--- src/design/sfh_pkg.sv ---
package sfh_pkg;

    // Clock rate
    localparam int CLK_MHZ = 200;

    // Maximum on time spans 6 us at least peak to 18 us at most peak
    localparam int TON_MIN_NS = 6000;
    localparam int TON_MAX_NS = 18000;
    localparam int TON_MIN_CYC = TON_MIN_NS * CLK_MHZ / 1000;
    localparam int TON_MAX_CYC = TON_MAX_NS * CLK_MHZ / 1000;
    localparam int TON_W = 12;

    // Peak target code from the control law, full scale gives longest on time
    localparam int PEAK_CODE_W = 8;
    localparam int PEAK_CODE_FULL = 255;

    // Diagnostic pulse on the peak programming pin after a thermal trip
    localparam int DIAG_PULSE_NS = 1000;
    localparam int DIAG_PULSE_CYC = DIAG_PULSE_NS * CLK_MHZ / 1000;
    localparam int DIAG_W = 8;

    // Cycle counts for confirmation and for the reduced-peak restart
    localparam logic [1:0] CONSEC_FAULT_CYCLES = 2'h3;
    localparam logic [1:0] SOFT_START_CYCLES = 2'h3;

    // Analog trip points, held here for reference; comparators sit outside
    localparam int VS_OV_MV = 4600;
    localparam int VS_UV_UA = 75;
    localparam int VS_EN_UA = 210;
    localparam int TEMP_TRIP_C = 150;
    localparam int TEMP_HYST_C = 50;
    localparam int CLAMP_OC_UA = 5000;

    // Bit positions of the synchronised comparator vector
    localparam int PIN_VDD_1V = 0;
    localparam int PIN_VDD_ON = 1;
    localparam int PIN_VDD_OFF = 2;
    localparam int PIN_VDD_RESTART = 3;
    localparam int PIN_VS_OV = 4;
    localparam int PIN_VS_LOW = 5;
    localparam int PIN_VS_EN = 6;
    localparam int PIN_TEMP_TRIP = 7;
    localparam int PIN_TEMP_WARM = 8;
    localparam int PIN_PEAK = 9;
    localparam int PIN_OCP1 = 10;
    localparam int PIN_OCP2 = 11;
    localparam int PIN_CLAMP = 12;
    localparam int PIN_W = 13;

    // Fault cause bits, one per cause, several can be set together
    localparam int CAUSE_OV = 0;
    localparam int CAUSE_UV = 1;
    localparam int CAUSE_THERM = 2;
    localparam int CAUSE_OCP1 = 3;
    localparam int CAUSE_OCP2 = 4;
    localparam int CAUSE_TON = 5;
    localparam int CAUSE_CLAMP = 6;
    localparam int CAUSE_W = 7;

    // Supply sequencing states
    typedef enum logic [2:0] {
        ST_CHARGE,
        ST_SOFT,
        ST_RUN,
        ST_FAULT,
        ST_STANDBY
    } sfh_state_type;

endpackage

--- src/design/sfh_count_if.sv ---
`timescale 1ns/1ps
// Link between the sequencer and one consecutive-cycle fault counter
interface sfh_count_if;
    logic cycle_end; // Pulse at each turn-off at the peak or on-time limit
    logic sensed;    // Condition seen in the cycle now ending
    logic restart;   // Pulse at each restart
    logic tripped;   // Count has reached the confirmation figure

    modport ctrl (output cycle_end, output sensed, output restart, input tripped);
    modport counter (input cycle_end, input sensed, input restart, output tripped);
endinterface

--- src/design/sfh_pin_sync.sv ---
`timescale 1ns/1ps
module sfh_pin_sync #(
    parameter int W = 1
) (
    // Clock and reset
    input wire logic clk,
    input wire logic reset_n,
    // Asynchronous comparator levels
    input wire logic [W-1:0] pin_in,
    // Settled levels
    output logic [W-1:0] level_out
);

    // Three stages plus the accepted level
    typedef struct packed {
        logic [W-1:0] s1;
        logic [W-1:0] s2;
        logic [W-1:0] s3;
        logic [W-1:0] level;
    } sfh_sync_state_type;

    sfh_sync_state_type s_q;
    sfh_sync_state_type s_d;

    // Take a change only once the second and third stages agree
    always_comb begin
        s_d = s_q;
        s_d.s1 = pin_in;
        s_d.s2 = s_q.s1;
        s_d.s3 = s_q.s2;
        for (int i = 0; i < W; i++) begin
            if (s_q.s2[i] == s_q.s3[i]) begin
                s_d.level[i] = s_q.s3[i];
            end
        end
    end

    // State register
    always_ff @(posedge clk or negedge reset_n) begin
        if (!reset_n) begin
            s_q <= '0;
        end else begin
            s_q <= s_d;
        end
    end

    assign level_out = s_q.level;

endmodule // sfh_pin_sync

--- src/design/sfh_consec_counter.sv ---
`timescale 1ns/1ps
module sfh_consec_counter (
    // Clock and reset
    input wire logic clk,
    input wire logic reset_n,
    // Sequencer link
    sfh_count_if.counter cnt
);

    // Saturating count and its decoded trip flag
    typedef struct packed {
        logic [1:0] count;
        logic tripped;
    } sfh_count_state_type;

    sfh_count_state_type s_q;
    sfh_count_state_type s_d;

    // Count runs of sensed cycles, any clean cycle starts over
    always_comb begin
        s_d = s_q;
        if (cnt.restart) begin
            s_d.count = '0;
        end else if (cnt.cycle_end) begin
            if (!cnt.sensed) begin
                s_d.count = '0;
            end else if (s_q.count != sfh_pkg::CONSEC_FAULT_CYCLES) begin
                s_d.count = s_q.count + 2'h1;
            end
        end
        // Tripped stays until a restart or a clean cycle clears the count
        s_d.tripped = (s_d.count == sfh_pkg::CONSEC_FAULT_CYCLES);
    end

    // State register
    always_ff @(posedge clk or negedge reset_n) begin
        if (!reset_n) begin
            s_q <= '0;
        end else begin
            s_q <= s_d;
        end
    end

    assign cnt.tripped = s_q.tripped;

endmodule // sfh_consec_counter

--- src/design/sfh_fault_hiccup.sv ---
`timescale 1ns/1ps
module sfh_fault_hiccup (
    // Clock and reset
    input wire logic CLK,
    input wire logic RESET_N,
    // Supply comparators
    input wire logic VDD_BELOW_1V,
    input wire logic VDD_ABOVE_TURN_ON,
    input wire logic VDD_BELOW_TURN_OFF,
    input wire logic VDD_BELOW_RESTART,
    // Winding sense comparators
    input wire logic VS_SAMPLE_OVER,
    input wire logic VS_CURRENT_LOW,
    input wire logic VS_CURRENT_ENABLE,
    // Die temperature comparators
    input wire logic TEMP_ABOVE_TRIP,
    input wire logic TEMP_ABOVE_RELEASE,
    // Drain current comparators
    input wire logic DRAIN_ABOVE_PEAK,
    input wire logic DRAIN_ABOVE_OCP1,
    input wire logic DRAIN_ABOVE_OCP2,
    // Supply clamp comparator
    input wire logic CLAMP_OVER_CURRENT,
    // Control law, same clock
    input wire logic SWITCH_REQUEST,
    input wire logic [sfh_pkg::PEAK_CODE_W-1:0] PEAK_CODE,
    input wire logic OUTPUT_IN_REGULATION,
    // Power stage controls
    output logic GATE_ON,
    output logic VS_CLAMP_ON,
    output logic VS_SAMPLE_STROBE,
    output logic REDUCED_PEAK,
    output logic STARTUP_CC_MODE,
    // Supply controls
    output logic HV_SOURCE_ON,
    output logic HV_REDUCED_CHARGE,
    output logic LOGIC_ACTIVE,
    output logic FAULT_CURRENT_MODE,
    // Diagnostics
    output logic IPK_DIAG_PULSE,
    output logic [sfh_pkg::CAUSE_W-1:0] FAULT_CAUSE
);

    // Whole state of the sequencer
    typedef struct packed {
        sfh_pkg::sfh_state_type state;
        logic gate;        // Power switch on
        logic sample;      // Sense current sampled this cycle
        logic ocp1_seen;   // First over-current seen in this on time
        logic therm;       // Thermal fault with hysteresis
        logic line_ok;     // Line current has reached the enable level
        logic in_reg;      // Output has reached regulation
        logic [1:0] soft_cnt;
        logic [sfh_pkg::TON_W-1:0] on_cnt;
        logic [sfh_pkg::DIAG_W-1:0] diag_cnt;
        logic [sfh_pkg::CAUSE_W-1:0] cause;
    } sfh_ctrl_state_type;

    // Reset starts charging the supply from the high-voltage source
    localparam sfh_ctrl_state_type RESET_STATE = '{state: sfh_pkg::ST_CHARGE, default: '0};

    // Derived cycle counts
    localparam logic [sfh_pkg::TON_W-1:0] TON_MIN = sfh_pkg::TON_W'(sfh_pkg::TON_MIN_CYC);
    localparam int TON_SPAN = sfh_pkg::TON_MAX_CYC - sfh_pkg::TON_MIN_CYC;
    localparam int PROD_W = 20;
    localparam logic [PROD_W-1:0] TON_SPAN_P = PROD_W'(TON_SPAN);
    localparam logic [PROD_W-1:0] CODE_FULL_P = PROD_W'(sfh_pkg::PEAK_CODE_FULL);
    localparam logic [sfh_pkg::DIAG_W-1:0] DIAG_LEN = sfh_pkg::DIAG_W'(sfh_pkg::DIAG_PULSE_CYC);

    // Last reduced-peak cycle index
    localparam logic [1:0] SOFT_LAST = sfh_pkg::SOFT_START_CYCLES;

    // Registered state and its next value
    sfh_ctrl_state_type s_q;
    sfh_ctrl_state_type s_d;

    // Settled comparator levels
    logic [sfh_pkg::PIN_W-1:0] pins_raw;
    logic [sfh_pkg::PIN_W-1:0] pins;

    // Per-cycle signals towards the counters
    logic cycle_end;
    logic restart;
    logic uv_sensed;
    logic ocp_sensed;
    logic ton_sensed;

    // On-time limit for the present peak target
    logic [PROD_W-1:0] ton_prod;
    logic [sfh_pkg::TON_W-1:0] ton_limit;

    // Counter links
    sfh_count_if uv_if ();
    sfh_count_if ocp_if ();
    sfh_count_if ton_if ();

    // Gather comparator pins for one synchroniser
    assign pins_raw[sfh_pkg::PIN_VDD_1V] = VDD_BELOW_1V;
    assign pins_raw[sfh_pkg::PIN_VDD_ON] = VDD_ABOVE_TURN_ON;
    assign pins_raw[sfh_pkg::PIN_VDD_OFF] = VDD_BELOW_TURN_OFF;
    assign pins_raw[sfh_pkg::PIN_VDD_RESTART] = VDD_BELOW_RESTART;
    assign pins_raw[sfh_pkg::PIN_VS_OV] = VS_SAMPLE_OVER;
    assign pins_raw[sfh_pkg::PIN_VS_LOW] = VS_CURRENT_LOW;
    assign pins_raw[sfh_pkg::PIN_VS_EN] = VS_CURRENT_ENABLE;
    assign pins_raw[sfh_pkg::PIN_TEMP_TRIP] = TEMP_ABOVE_TRIP;
    assign pins_raw[sfh_pkg::PIN_TEMP_WARM] = TEMP_ABOVE_RELEASE;
    assign pins_raw[sfh_pkg::PIN_PEAK] = DRAIN_ABOVE_PEAK;
    assign pins_raw[sfh_pkg::PIN_OCP1] = DRAIN_ABOVE_OCP1;
    assign pins_raw[sfh_pkg::PIN_OCP2] = DRAIN_ABOVE_OCP2;
    assign pins_raw[sfh_pkg::PIN_CLAMP] = CLAMP_OVER_CURRENT;

    // Comparators are asynchronous; the peak compare thus lands four cycles late
    sfh_pin_sync #(
        .W(sfh_pkg::PIN_W)
    ) u_sync (
        .clk(CLK),
        .reset_n(RESET_N),
        .pin_in(pins_raw),
        .level_out(pins)
    );

    // Consecutive-cycle confirmation for under-voltage
    sfh_consec_counter u_uv_cnt (
        .clk(CLK),
        .reset_n(RESET_N),
        .cnt(uv_if.counter)
    );

    // Consecutive-cycle confirmation for the first over-current level
    sfh_consec_counter u_ocp_cnt (
        .clk(CLK),
        .reset_n(RESET_N),
        .cnt(ocp_if.counter)
    );

    // Consecutive-cycle confirmation for on-time expiry
    sfh_consec_counter u_ton_cnt (
        .clk(CLK),
        .reset_n(RESET_N),
        .cnt(ton_if.counter)
    );

    // Drive the counter links
    assign uv_if.cycle_end = cycle_end;
    assign uv_if.sensed = uv_sensed;
    assign uv_if.restart = restart;
    assign ocp_if.cycle_end = cycle_end;
    assign ocp_if.sensed = ocp_sensed;
    assign ocp_if.restart = restart;
    assign ton_if.cycle_end = cycle_end;
    assign ton_if.sensed = ton_sensed;
    assign ton_if.restart = restart;

    // On-time limit scales linearly with the peak target
    always_comb begin
        // Product stays inside its width even for a full-scale code
        ton_prod = PROD_W'(PEAK_CODE) * TON_SPAN_P;
        ton_limit = TON_MIN + sfh_pkg::TON_W'(ton_prod / CODE_FULL_P);
    end

    // Next-state logic
    always_comb begin
        s_d = s_q;
        s_d.sample = 1'b0;
        cycle_end = 1'b0;
        restart = 1'b0;
        uv_sensed = 1'b0;
        ocp_sensed = 1'b0;
        ton_sensed = 1'b0;

        // Diagnostic pulse runs down
        if (s_q.diag_cnt != '0) begin
            s_d.diag_cnt = s_q.diag_cnt - 1'b1;
        end

        // Thermal flag sets at the trip point, releases below the lower point
        if (pins[sfh_pkg::PIN_TEMP_TRIP]) begin
            s_d.therm = 1'b1;
            // Pulse only on the first trip, not while the flag is held
            if (!s_q.therm) begin
                s_d.diag_cnt = DIAG_LEN;
            end
        // Release needs the die below the lower point
        end else if (!pins[sfh_pkg::PIN_TEMP_WARM]) begin
            s_d.therm = 1'b0;
        end

        unique case (s_q.state)
            // High-voltage source charging the supply
            sfh_pkg::ST_CHARGE: begin
                // Switch stays off while the source charges the supply
                s_d.gate = 1'b0;
                // Turn-on threshold reached: wake the logic unless the die is still hot
                if (pins[sfh_pkg::PIN_VDD_ON]) begin
                    // Every restart starts the confirmations afresh
                    restart = 1'b1;
                    // Three reduced-peak cycles again
                    s_d.soft_cnt = '0;
                    // Constant current until the output regulates again
                    s_d.in_reg = 1'b0;
                    s_d.ocp1_seen = 1'b0;
                    if (s_q.therm) begin
                        // Still hot: back to fault current, logic stays inactive, no cycle is started
                        s_d.state = sfh_pkg::ST_FAULT;
                        s_d.cause[sfh_pkg::CAUSE_THERM] = 1'b1;
                    end else begin
                        s_d.state = sfh_pkg::ST_SOFT;
                    end
                end
            end

            // Switching, the first cycles at reduced peak
            sfh_pkg::ST_SOFT, sfh_pkg::ST_RUN: begin
                // Regulation reached ends the start-up constant-current phase
                if (s_q.state == sfh_pkg::ST_RUN && OUTPUT_IN_REGULATION) begin
                    s_d.in_reg = 1'b1;
                end
                if (s_q.gate && pins[sfh_pkg::PIN_OCP1]) begin
                    s_d.ocp1_seen = 1'b1;
                end

                // Faults share one hiccup path, every cause present recorded together, ahead of supply collapse
                if (s_q.therm || pins[sfh_pkg::PIN_VS_OV] || pins[sfh_pkg::PIN_CLAMP]
                    || (s_q.gate && pins[sfh_pkg::PIN_OCP2])
                    || uv_if.tripped || ocp_if.tripped || ton_if.tripped) begin
                    s_d.state = sfh_pkg::ST_FAULT;
                    s_d.gate = 1'b0;
                    s_d.cause = '0;
                    s_d.cause[sfh_pkg::CAUSE_THERM] = s_q.therm;
                    s_d.cause[sfh_pkg::CAUSE_OV] = pins[sfh_pkg::PIN_VS_OV];
                    s_d.cause[sfh_pkg::CAUSE_CLAMP] = pins[sfh_pkg::PIN_CLAMP];
                    s_d.cause[sfh_pkg::CAUSE_OCP2] = s_q.gate && pins[sfh_pkg::PIN_OCP2];
                    s_d.cause[sfh_pkg::CAUSE_UV] = uv_if.tripped;
                    s_d.cause[sfh_pkg::CAUSE_OCP1] = ocp_if.tripped;
                    s_d.cause[sfh_pkg::CAUSE_TON] = ton_if.tripped;
                end else if (pins[sfh_pkg::PIN_VDD_OFF]) begin
                    // Supply collapse without fault: stop at start-up current
                    s_d.state = sfh_pkg::ST_STANDBY;
                    s_d.gate = 1'b0;
                end else if (s_q.gate) begin
                    // Timer counts only while on and the gate drops at the limit, so it cannot wrap
                    s_d.on_cnt = s_q.on_cnt + 1'b1;
                    // Cycle ends at the peak limit or at the on-time limit
                    if (pins[sfh_pkg::PIN_PEAK] || s_q.on_cnt >= ton_limit) begin
                        s_d.gate = 1'b0;
                        s_d.sample = 1'b1;
                        cycle_end = 1'b1;
                        uv_sensed = pins[sfh_pkg::PIN_VS_LOW];
                        ocp_sensed = s_d.ocp1_seen;
                        ton_sensed = !pins[sfh_pkg::PIN_PEAK];
                        // Line enable with hysteresis; between the levels the last verdict holds
                        if (pins[sfh_pkg::PIN_VS_EN]) begin
                            s_d.line_ok = 1'b1;
                        end else if (pins[sfh_pkg::PIN_VS_LOW]) begin
                            s_d.line_ok = 1'b0;
                        end
                        if (s_q.state == sfh_pkg::ST_SOFT && s_q.soft_cnt != SOFT_LAST) begin
                            s_d.soft_cnt = s_q.soft_cnt + 2'h1;
                        end
                    end
                end else if (s_q.state == sfh_pkg::ST_SOFT && s_q.soft_cnt == SOFT_LAST
                             && s_q.line_ok) begin
                    // Full peak only once three cycles passed and line is enabled
                    s_d.state = sfh_pkg::ST_RUN;
                end else if (SWITCH_REQUEST) begin
                    // New on time: limit timer and over-current memory start over
                    s_d.gate = 1'b1;
                    s_d.on_cnt = '0;
                    s_d.ocp1_seen = 1'b0;
                end
            end

            // Fault: low current, supply discharges slowly to the restart point
            sfh_pkg::ST_FAULT: begin
                // Gate held off; the cause stays readable through the hiccup
                s_d.gate = 1'b0;
                // Slow discharge keeps the source duty low under a lasting fault
                if (pins[sfh_pkg::PIN_VDD_RESTART]) begin
                    // Counters are cleared later, at turn-on
                    s_d.state = sfh_pkg::ST_CHARGE;
                end
            end

            // Supply under-voltage without fault, same return path
            sfh_pkg::ST_STANDBY: begin
                // No fault current here: the supply simply ran low
                s_d.gate = 1'b0;
                // Same return path as a fault, without a cause update
                if (pins[sfh_pkg::PIN_VDD_RESTART]) begin
                    s_d.state = sfh_pkg::ST_CHARGE;
                end
            end
        endcase
    end

    // State register
    always_ff @(posedge CLK or negedge RESET_N) begin
        if (!RESET_N) begin
            s_q <= RESET_STATE;
        end else begin
            s_q <= s_d;
        end
    end

    // Power stage outputs
    assign GATE_ON = s_q.gate;
    assign VS_CLAMP_ON = s_q.gate;
    assign VS_SAMPLE_STROBE = s_q.sample;
    assign REDUCED_PEAK = (s_q.state == sfh_pkg::ST_SOFT);
    assign STARTUP_CC_MODE = !s_q.in_reg;

    // Supply outputs; a shorted supply gets only the reduced charge
    assign HV_SOURCE_ON = (s_q.state == sfh_pkg::ST_CHARGE);
    assign HV_REDUCED_CHARGE = HV_SOURCE_ON && pins[sfh_pkg::PIN_VDD_1V];
    assign LOGIC_ACTIVE = (s_q.state == sfh_pkg::ST_SOFT) || (s_q.state == sfh_pkg::ST_RUN);
    assign FAULT_CURRENT_MODE = (s_q.state == sfh_pkg::ST_FAULT);

    // Diagnostics
    assign IPK_DIAG_PULSE = (s_q.diag_cnt != '0);
    // Cause of the last fault, kept until the next one
    assign FAULT_CAUSE = s_q.cause;

endmodule // sfh_fault_hiccup

--- config.mk ---
export PLATFORM = sky130hd
export DESIGN_NAME = sfh_fault_hiccup
export DESIGN_NICKNAME = d
export VERILOG_FILES = /design/src/design/sfh_pkg.sv /design/src/design/sfh_count_if.sv /design/src/design/sfh_pin_sync.sv /design/src/design/sfh_consec_counter.sv /design/src/design/sfh_fault_hiccup.sv
export SDC_FILE = /design/constraint.sdc
export NUM_CORES = 1
export LEC_CHECK = 0
export ABC_AREA = 1
export BUFFER_PORTS_ARGS = -buffer_cell sky130_fd_sc_hd__buf_2
export CAP_MARGIN = 20
export CORE_MARGIN = 5
export CORE_UTILIZATION = 35
export CTS_BUF_LIST = sky130_fd_sc_hd__clkbuf_8
export DETAILED_ROUTE_END_ITERATION = 7
export GPL_TIMING_DRIVEN = 0
export PLACE_DENSITY = 0.46
export SKIP_CTS_REPAIR_TIMING = 1
export SLEW_MARGIN = 0
export SYNTH_ARGS = -nofsm -noshare
export SYNTH_HDL_FRONTEND = slang
export SYNTH_HIERARCHICAL = 1
export SYNTH_SLANG_ARGS = --single-unit
--- constraint.sdc ---
create_clock -name CLK -period 3.88 [get_ports CLK]
set_input_delay 0.194 -clock CLK [delete_from_list [all_inputs] [get_ports CLK]]
set_output_delay 0.194 -clock CLK [all_outputs]
set_load 0.05 [all_outputs]
Word level (Yosys, flattened, before mapping)
Index checks and enable logic that the tools add are counted.

Flip-flop bits (word level): 99. Latch bits: 0. Bits in writable memories: 0. Bits in read-only memories: 0. Bits of input ports: 25. Output and inout port bits: 17. Word-level logic and storage cells: 195. Memories kept: 0.

Add/sub/neg operators: 7. $mul: 1. Divide/modulo/power cells: 1. Magnitude comparators: 1. Equality and inequality tests: 39. Shift-type cells: 0. Multiplexer cells: 78. Bitwise operators: 2. Reduce and logical (&&, ||, !) cells: 32.

Operators with widths (number): two-way mux 1 bit (39); two-way mux 2 bit (19); two-way mux 12 bit (3); two-way mux 14 bit (2); != test 2 bit, second input constant (13); two-way mux 8 bit (3); divider 20 x 8 -> 20 bit, second input constant (1); two-way mux 3 bit (6); multiplier 8 x 7 -> 15 bit, second input constant (1); equality test 1 bit (13); adder 11 x 12 -> 12 bit, first input constant (1); adder 12 x 1 -> 12 bit, second input constant (1); greater-or-equal comparator 12 bit (1); one-hot mux 4 bit (3 select lines) (1); adder 2 x 1 -> 2 bit, second input constant (4); equality test 2 bit, second input constant (4); logical OR 1 bit (8); two-way mux 4 bit (2); != test 4 x 3 -> 1 bit, second input constant (2); AND reduction 4 bit (2); nonzero test 8 bit (1); subtractor 8 x 1 -> 8 bit, second input constant (1); logical AND 1 bit (7); AND reduction 7 bit (1); other kinds (15) (25).

Depth between registers and ports, before layout
Word-level depth: 14. Mapped depth: 103. Depth with buffers taken out: 103.

Hierarchy
The synthesis kept the hierarchy.

By module, submodules not included: sfh_fault_hiccup (instances 1, cells each 974, area an instance 6289.8 µm², seq. area each 950.9 µm²); sfh_pin_sync (instances 1, cells each 117, area an instance 1610.3 µm², seq. area each 1301.2 µm²); sfh_consec_counter (instances 3, cells each 18, area an instance 136.4 µm², seq. area each 75.1 µm²).

Least setup slack after synthesis
No wires, ideal clock.

Path type: input to register. From: input port PEAK_CODE[4] (netlist bit). To: register u_uv_cnt.s_q, in the netlist u_uv_cnt/cnt.tripped. Library setup time: 72 ps. Arrival time: 11186 ps. Data required time: 3808 ps. Setup slack: -7377 ps. Cell stages on the path: 91. Buffers on the path: 1. Cells stage by stage: ha_1 > ha_1 > inv_1 > fa_1 > fa_1 > inv_1 > ha_1 > nand2_1 > inv_2 > a21oi_1 > nand3_1 > nand2_2 > nand3_2 > nor2_1 > nand4_2 > nand3_1 > nand3_2 > nor2_1 > [... 55 more ...] > a21oi_1 > nor2_1 > o21a_1 > o21a_1 > o21ai_0 > a21oi_1 > a211oi_1 > nor2_1 > nor2_1 > nand3_1 > nand2_1 > nor2_1 > inv_1 > nor2_1 > inv_1 > nand2_1 > nand3b_1 > nor2_1.

RTL lines: start: declaration (RTL line sfh_fault_hiccup.sv:26) `input wire logic [sfh_pkg::PEAK_CODE_W-1:0] PEAK_CODE,`; end signal: assignment (RTL line sfh_consec_counter.sv:38) `s_q <= '0;`; end signal: assignment (RTL line sfh_consec_counter.sv:40) `s_q <= s_d;`; end: declaration (RTL line sfh_consec_counter.sv:16) `sfh_count_state_type s_q;`.

==> results.json <==
{
  "clockBufferDepth": 2,
  "antenna_cells": 0,
  "syn_to_final_growth_pct": 28.9,
  "row_count": 56,
  "synth_top_cells_by_area": "dfrtp_1 (30%), nand2_1 (12%), ha_1 (9.0%)",
  "ys_ff_latch": 99,
  "clock.fmax_mhz": 87.9,
  "synthFlopType": "dfrtp_1",
  "syn_avg_cell_area_um2": 7.26,
  "wl_um": 18100,
  "holdPathEnd": "s_q[29]",
  "setup_viol": 14,
  "crit_slowest_cell": "fa_1",
  "crit_path_start_kind": "input port",
  "drive_gt1_share_pct": 30.7,
  "outcome": "finished, violations left",
  "start_util_pct": 35.5,
  "grt_pass1_wl_um": 29700,
  "min_from": "OUTPUT_IN_REGULATION",
  "cp_data_required_time_ps": 4100,
  "drc": 0,
  "violations": "setup timing",
  "hold_class": "in2reg",
  "overflow": 0,
  "ios": 42,
  "fill_cells": 2457,
  "fp.dieH_um": 164,
  "synth_area_um2": 8310,
  "first_pass_iters": 4,
  "wl_per_cell_um": 11.4,
  "relSlewSlack_pct": 55.8,
  "yosysTopAreaCell": "dfrtp_1",
  "htree_levels": 3,
  "slew_viol_final": 0,
  "cp_top_family": "simple AND/OR/NAND/NOR gates",
  "die_x_um": 164,
  "vias_per_cell": 4.49,
  "critical_path_class": "in2reg",
  "fin_tns_setup_ps": -103490,
  "drt-initial-drc-count": 356,
  "dp.final_hpwl_um": 13900,
  "clock_sinks": 99,
  "cts_tree": "built",
  "postSynthCellCount": 1145,
  "synth.distinct_cells": 51,
  "layout_min_cycle_time_ps": 11380,
  "via_count": 7156,
  "r2r_cells": 23,
  "grt_pass1_vias": 6419,
  "synth_seq_area_share_pct": 29.8,
  "grt_setup_unrepaired": "true",
  "maxCapViolations": 0,
  "end_kind": "register",
  "tightest_slew_ps": 660,
  "multi_input_area_um2": 5720,
  "yosys_warnings": 6,
  "antenna_found_initial": 0,
  "path_buf_inv": 12,
  "seqCellArea_um2": 2480,
  "final_cell_mix": "nand2_1 (226), inv_1 (184), dfrtp_1 (99), nor2_1 (94), buf_4 (74)",
  "r2r_slack_ps": 750,
  "path_max_fanout": 8,
  "worstReg2RegStart": "s_q[15]",
  "grt_max_degree": 66,
  "cts-buffers-inserted": 9,
  "io_buffers": 41,
  "final_common_cell": "nand2_1",
  "synth_top_cell_area_share_pct": 29.8,
  "root_buffer": "clkbuf_8",
  "hold_violations": 0,
  "synth-edff-count": 0,
  "skew_ps": 13.0,
  "crit_path_start": "PEAK_CODE[4]",
  "core_area_um2": 23400,
  "clk_pin_slew_ps": 90,
  "finalWorstSetupSlack_ps": -7500,
  "clkLatencyLatePin_ps": 360,
  "gp_routability_congestion": 0.768,
  "syn-num-nets": 1237,
  "grtUsageTotal_pct": 13.1,
  "whs_path_depth": 3,
  "ant_nets": 0,
  "synthArstFlopShare_pct": 100,
  "r2r_end": "u_ton_cnt/s_q[1]",
  "min_period_over_period_pct": 293,
  "cp_common_cell": "nand2_4",
  "nets": 1362,
  "worst_path_largest_cell_delay_ps": 510,
  "critPathArrivalTime_ps": 11600,
  "die-area_um2": 26900
}
[tightest hold or removal path: cells and delay by family]
family,cells,cell delay [ps]
AO/OA/AOI/OAI,1,50
buffers and inverters,1,100
AND/OR/NAND/NOR,1,70
[cell usage after synthesis, types with 2 or more instances]
cell type,count
nand2_1,268
inv_1,188
nor2_1,113
dfrtp_1,99
nand3_1,75
ha_1,60
nand2_2,49
a21oi_1,42
o21ai_0,26
nand4_1,25
buf_4,21
nand2_4,21
inv_2,16
nor3_1,16
nor2_2,13
nand3_2,11
nor2_4,10
xor2_1,10
fa_1,7
nand3_4,7
xnor2_1,7
o21ai_1,5
a211oi_1,4
a31oi_1,4
nand3b_1,4
o21a_1,4
o21bai_1,4
clkinv_1,3
nor2_8,3
nor4_1,3
o211ai_1,3
o21bai_2,3
and2_1,2
inv_4,2
[metrics by stage]
stage	utilization [%]	setup WS [ps]	cells	hold slack (ps)	instance area [µm²]
detailed placement	39.3	-8560	1507	183	9200
global route	45.8	-8340	1594	102	10700
CTS	40.3	-8180	1523	-233	9430
floorplan	-	-6780	1145	-102	8560
global placement	39.2	-8520	1505	303	9170
finish	45.8	-7500	1594	101	10700
[final cells by class]
class                   instances  share of cell area (%)
multi-input cells             814                    53.4
flip-flops and latches         99                    23.1
repair buffers                112                    8.14
inverters                     210                    7.78
well taps                     319                    3.73
plain buffers                  24                    1.69
clock buffers                  10                    1.29
clock inverters                 6                   0.830
[layer usage]
| layer | track usage [%] | routed length, µm |
|---|---|---|
| met1 | 18.7 | 9210 |
| met2 | 21.5 | 8390 |
| met5 | 0 | 0 |
| met4 | 2.86 | 151 |
| met3 | 1.36 | 341 |
[state kept, by name, indices dropped and copies added (netlist names)]
register / cells
u_ocp_cnt/s_q: 2
u_sync/s_q: 13
u_ocp_cnt/cnt.tripped: 1
u_uv_cnt/s_q: 2
u_sync/s_d: 26
VS_SAMPLE_STROBE: 1
s_q: 29
GATE_ON: 1
u_sync/level_out: 13
u_ton_cnt/cnt.tripped: 1
u_uv_cnt/cnt.tripped: 1
u_ton_cnt/s_q: 2
FAULT_CAUSE: 7
[worst max path at each step]
stage                     cells after the start                to  slack (ps)
after CTS                                    91   u_uv_cnt/s_q[1]       -8180
after floorplan                              98  u_ocp_cnt/s_q[1]       -6780
final                                        95  u_ton_cnt/s_q[1]       -7500
after global placement                       91  u_ocp_cnt/s_q[1]       -8520
after global routing                         95  u_ocp_cnt/s_q[1]       -8340
after detailed placement                     91  u_ocp_cnt/s_q[1]       -8560
[logic make-up (layout without fill, tap and decap cells)]
group / after synthesis / in the layout / synth area share, %
compound gates: 100 / 100 / 7.08
xor+xnor: 19 / 19 / 2.18
fa+ha+maj: 67 / 67 / 10.7
buf+inv: 234 / 362 / 11.8
flops: 99 / 99 / 29.8
simple gates: 626 / 628 / 38.4
Power is not shown: default switching activity piles up to over one toggle a cycle in this logic, so the estimate is an artifact.
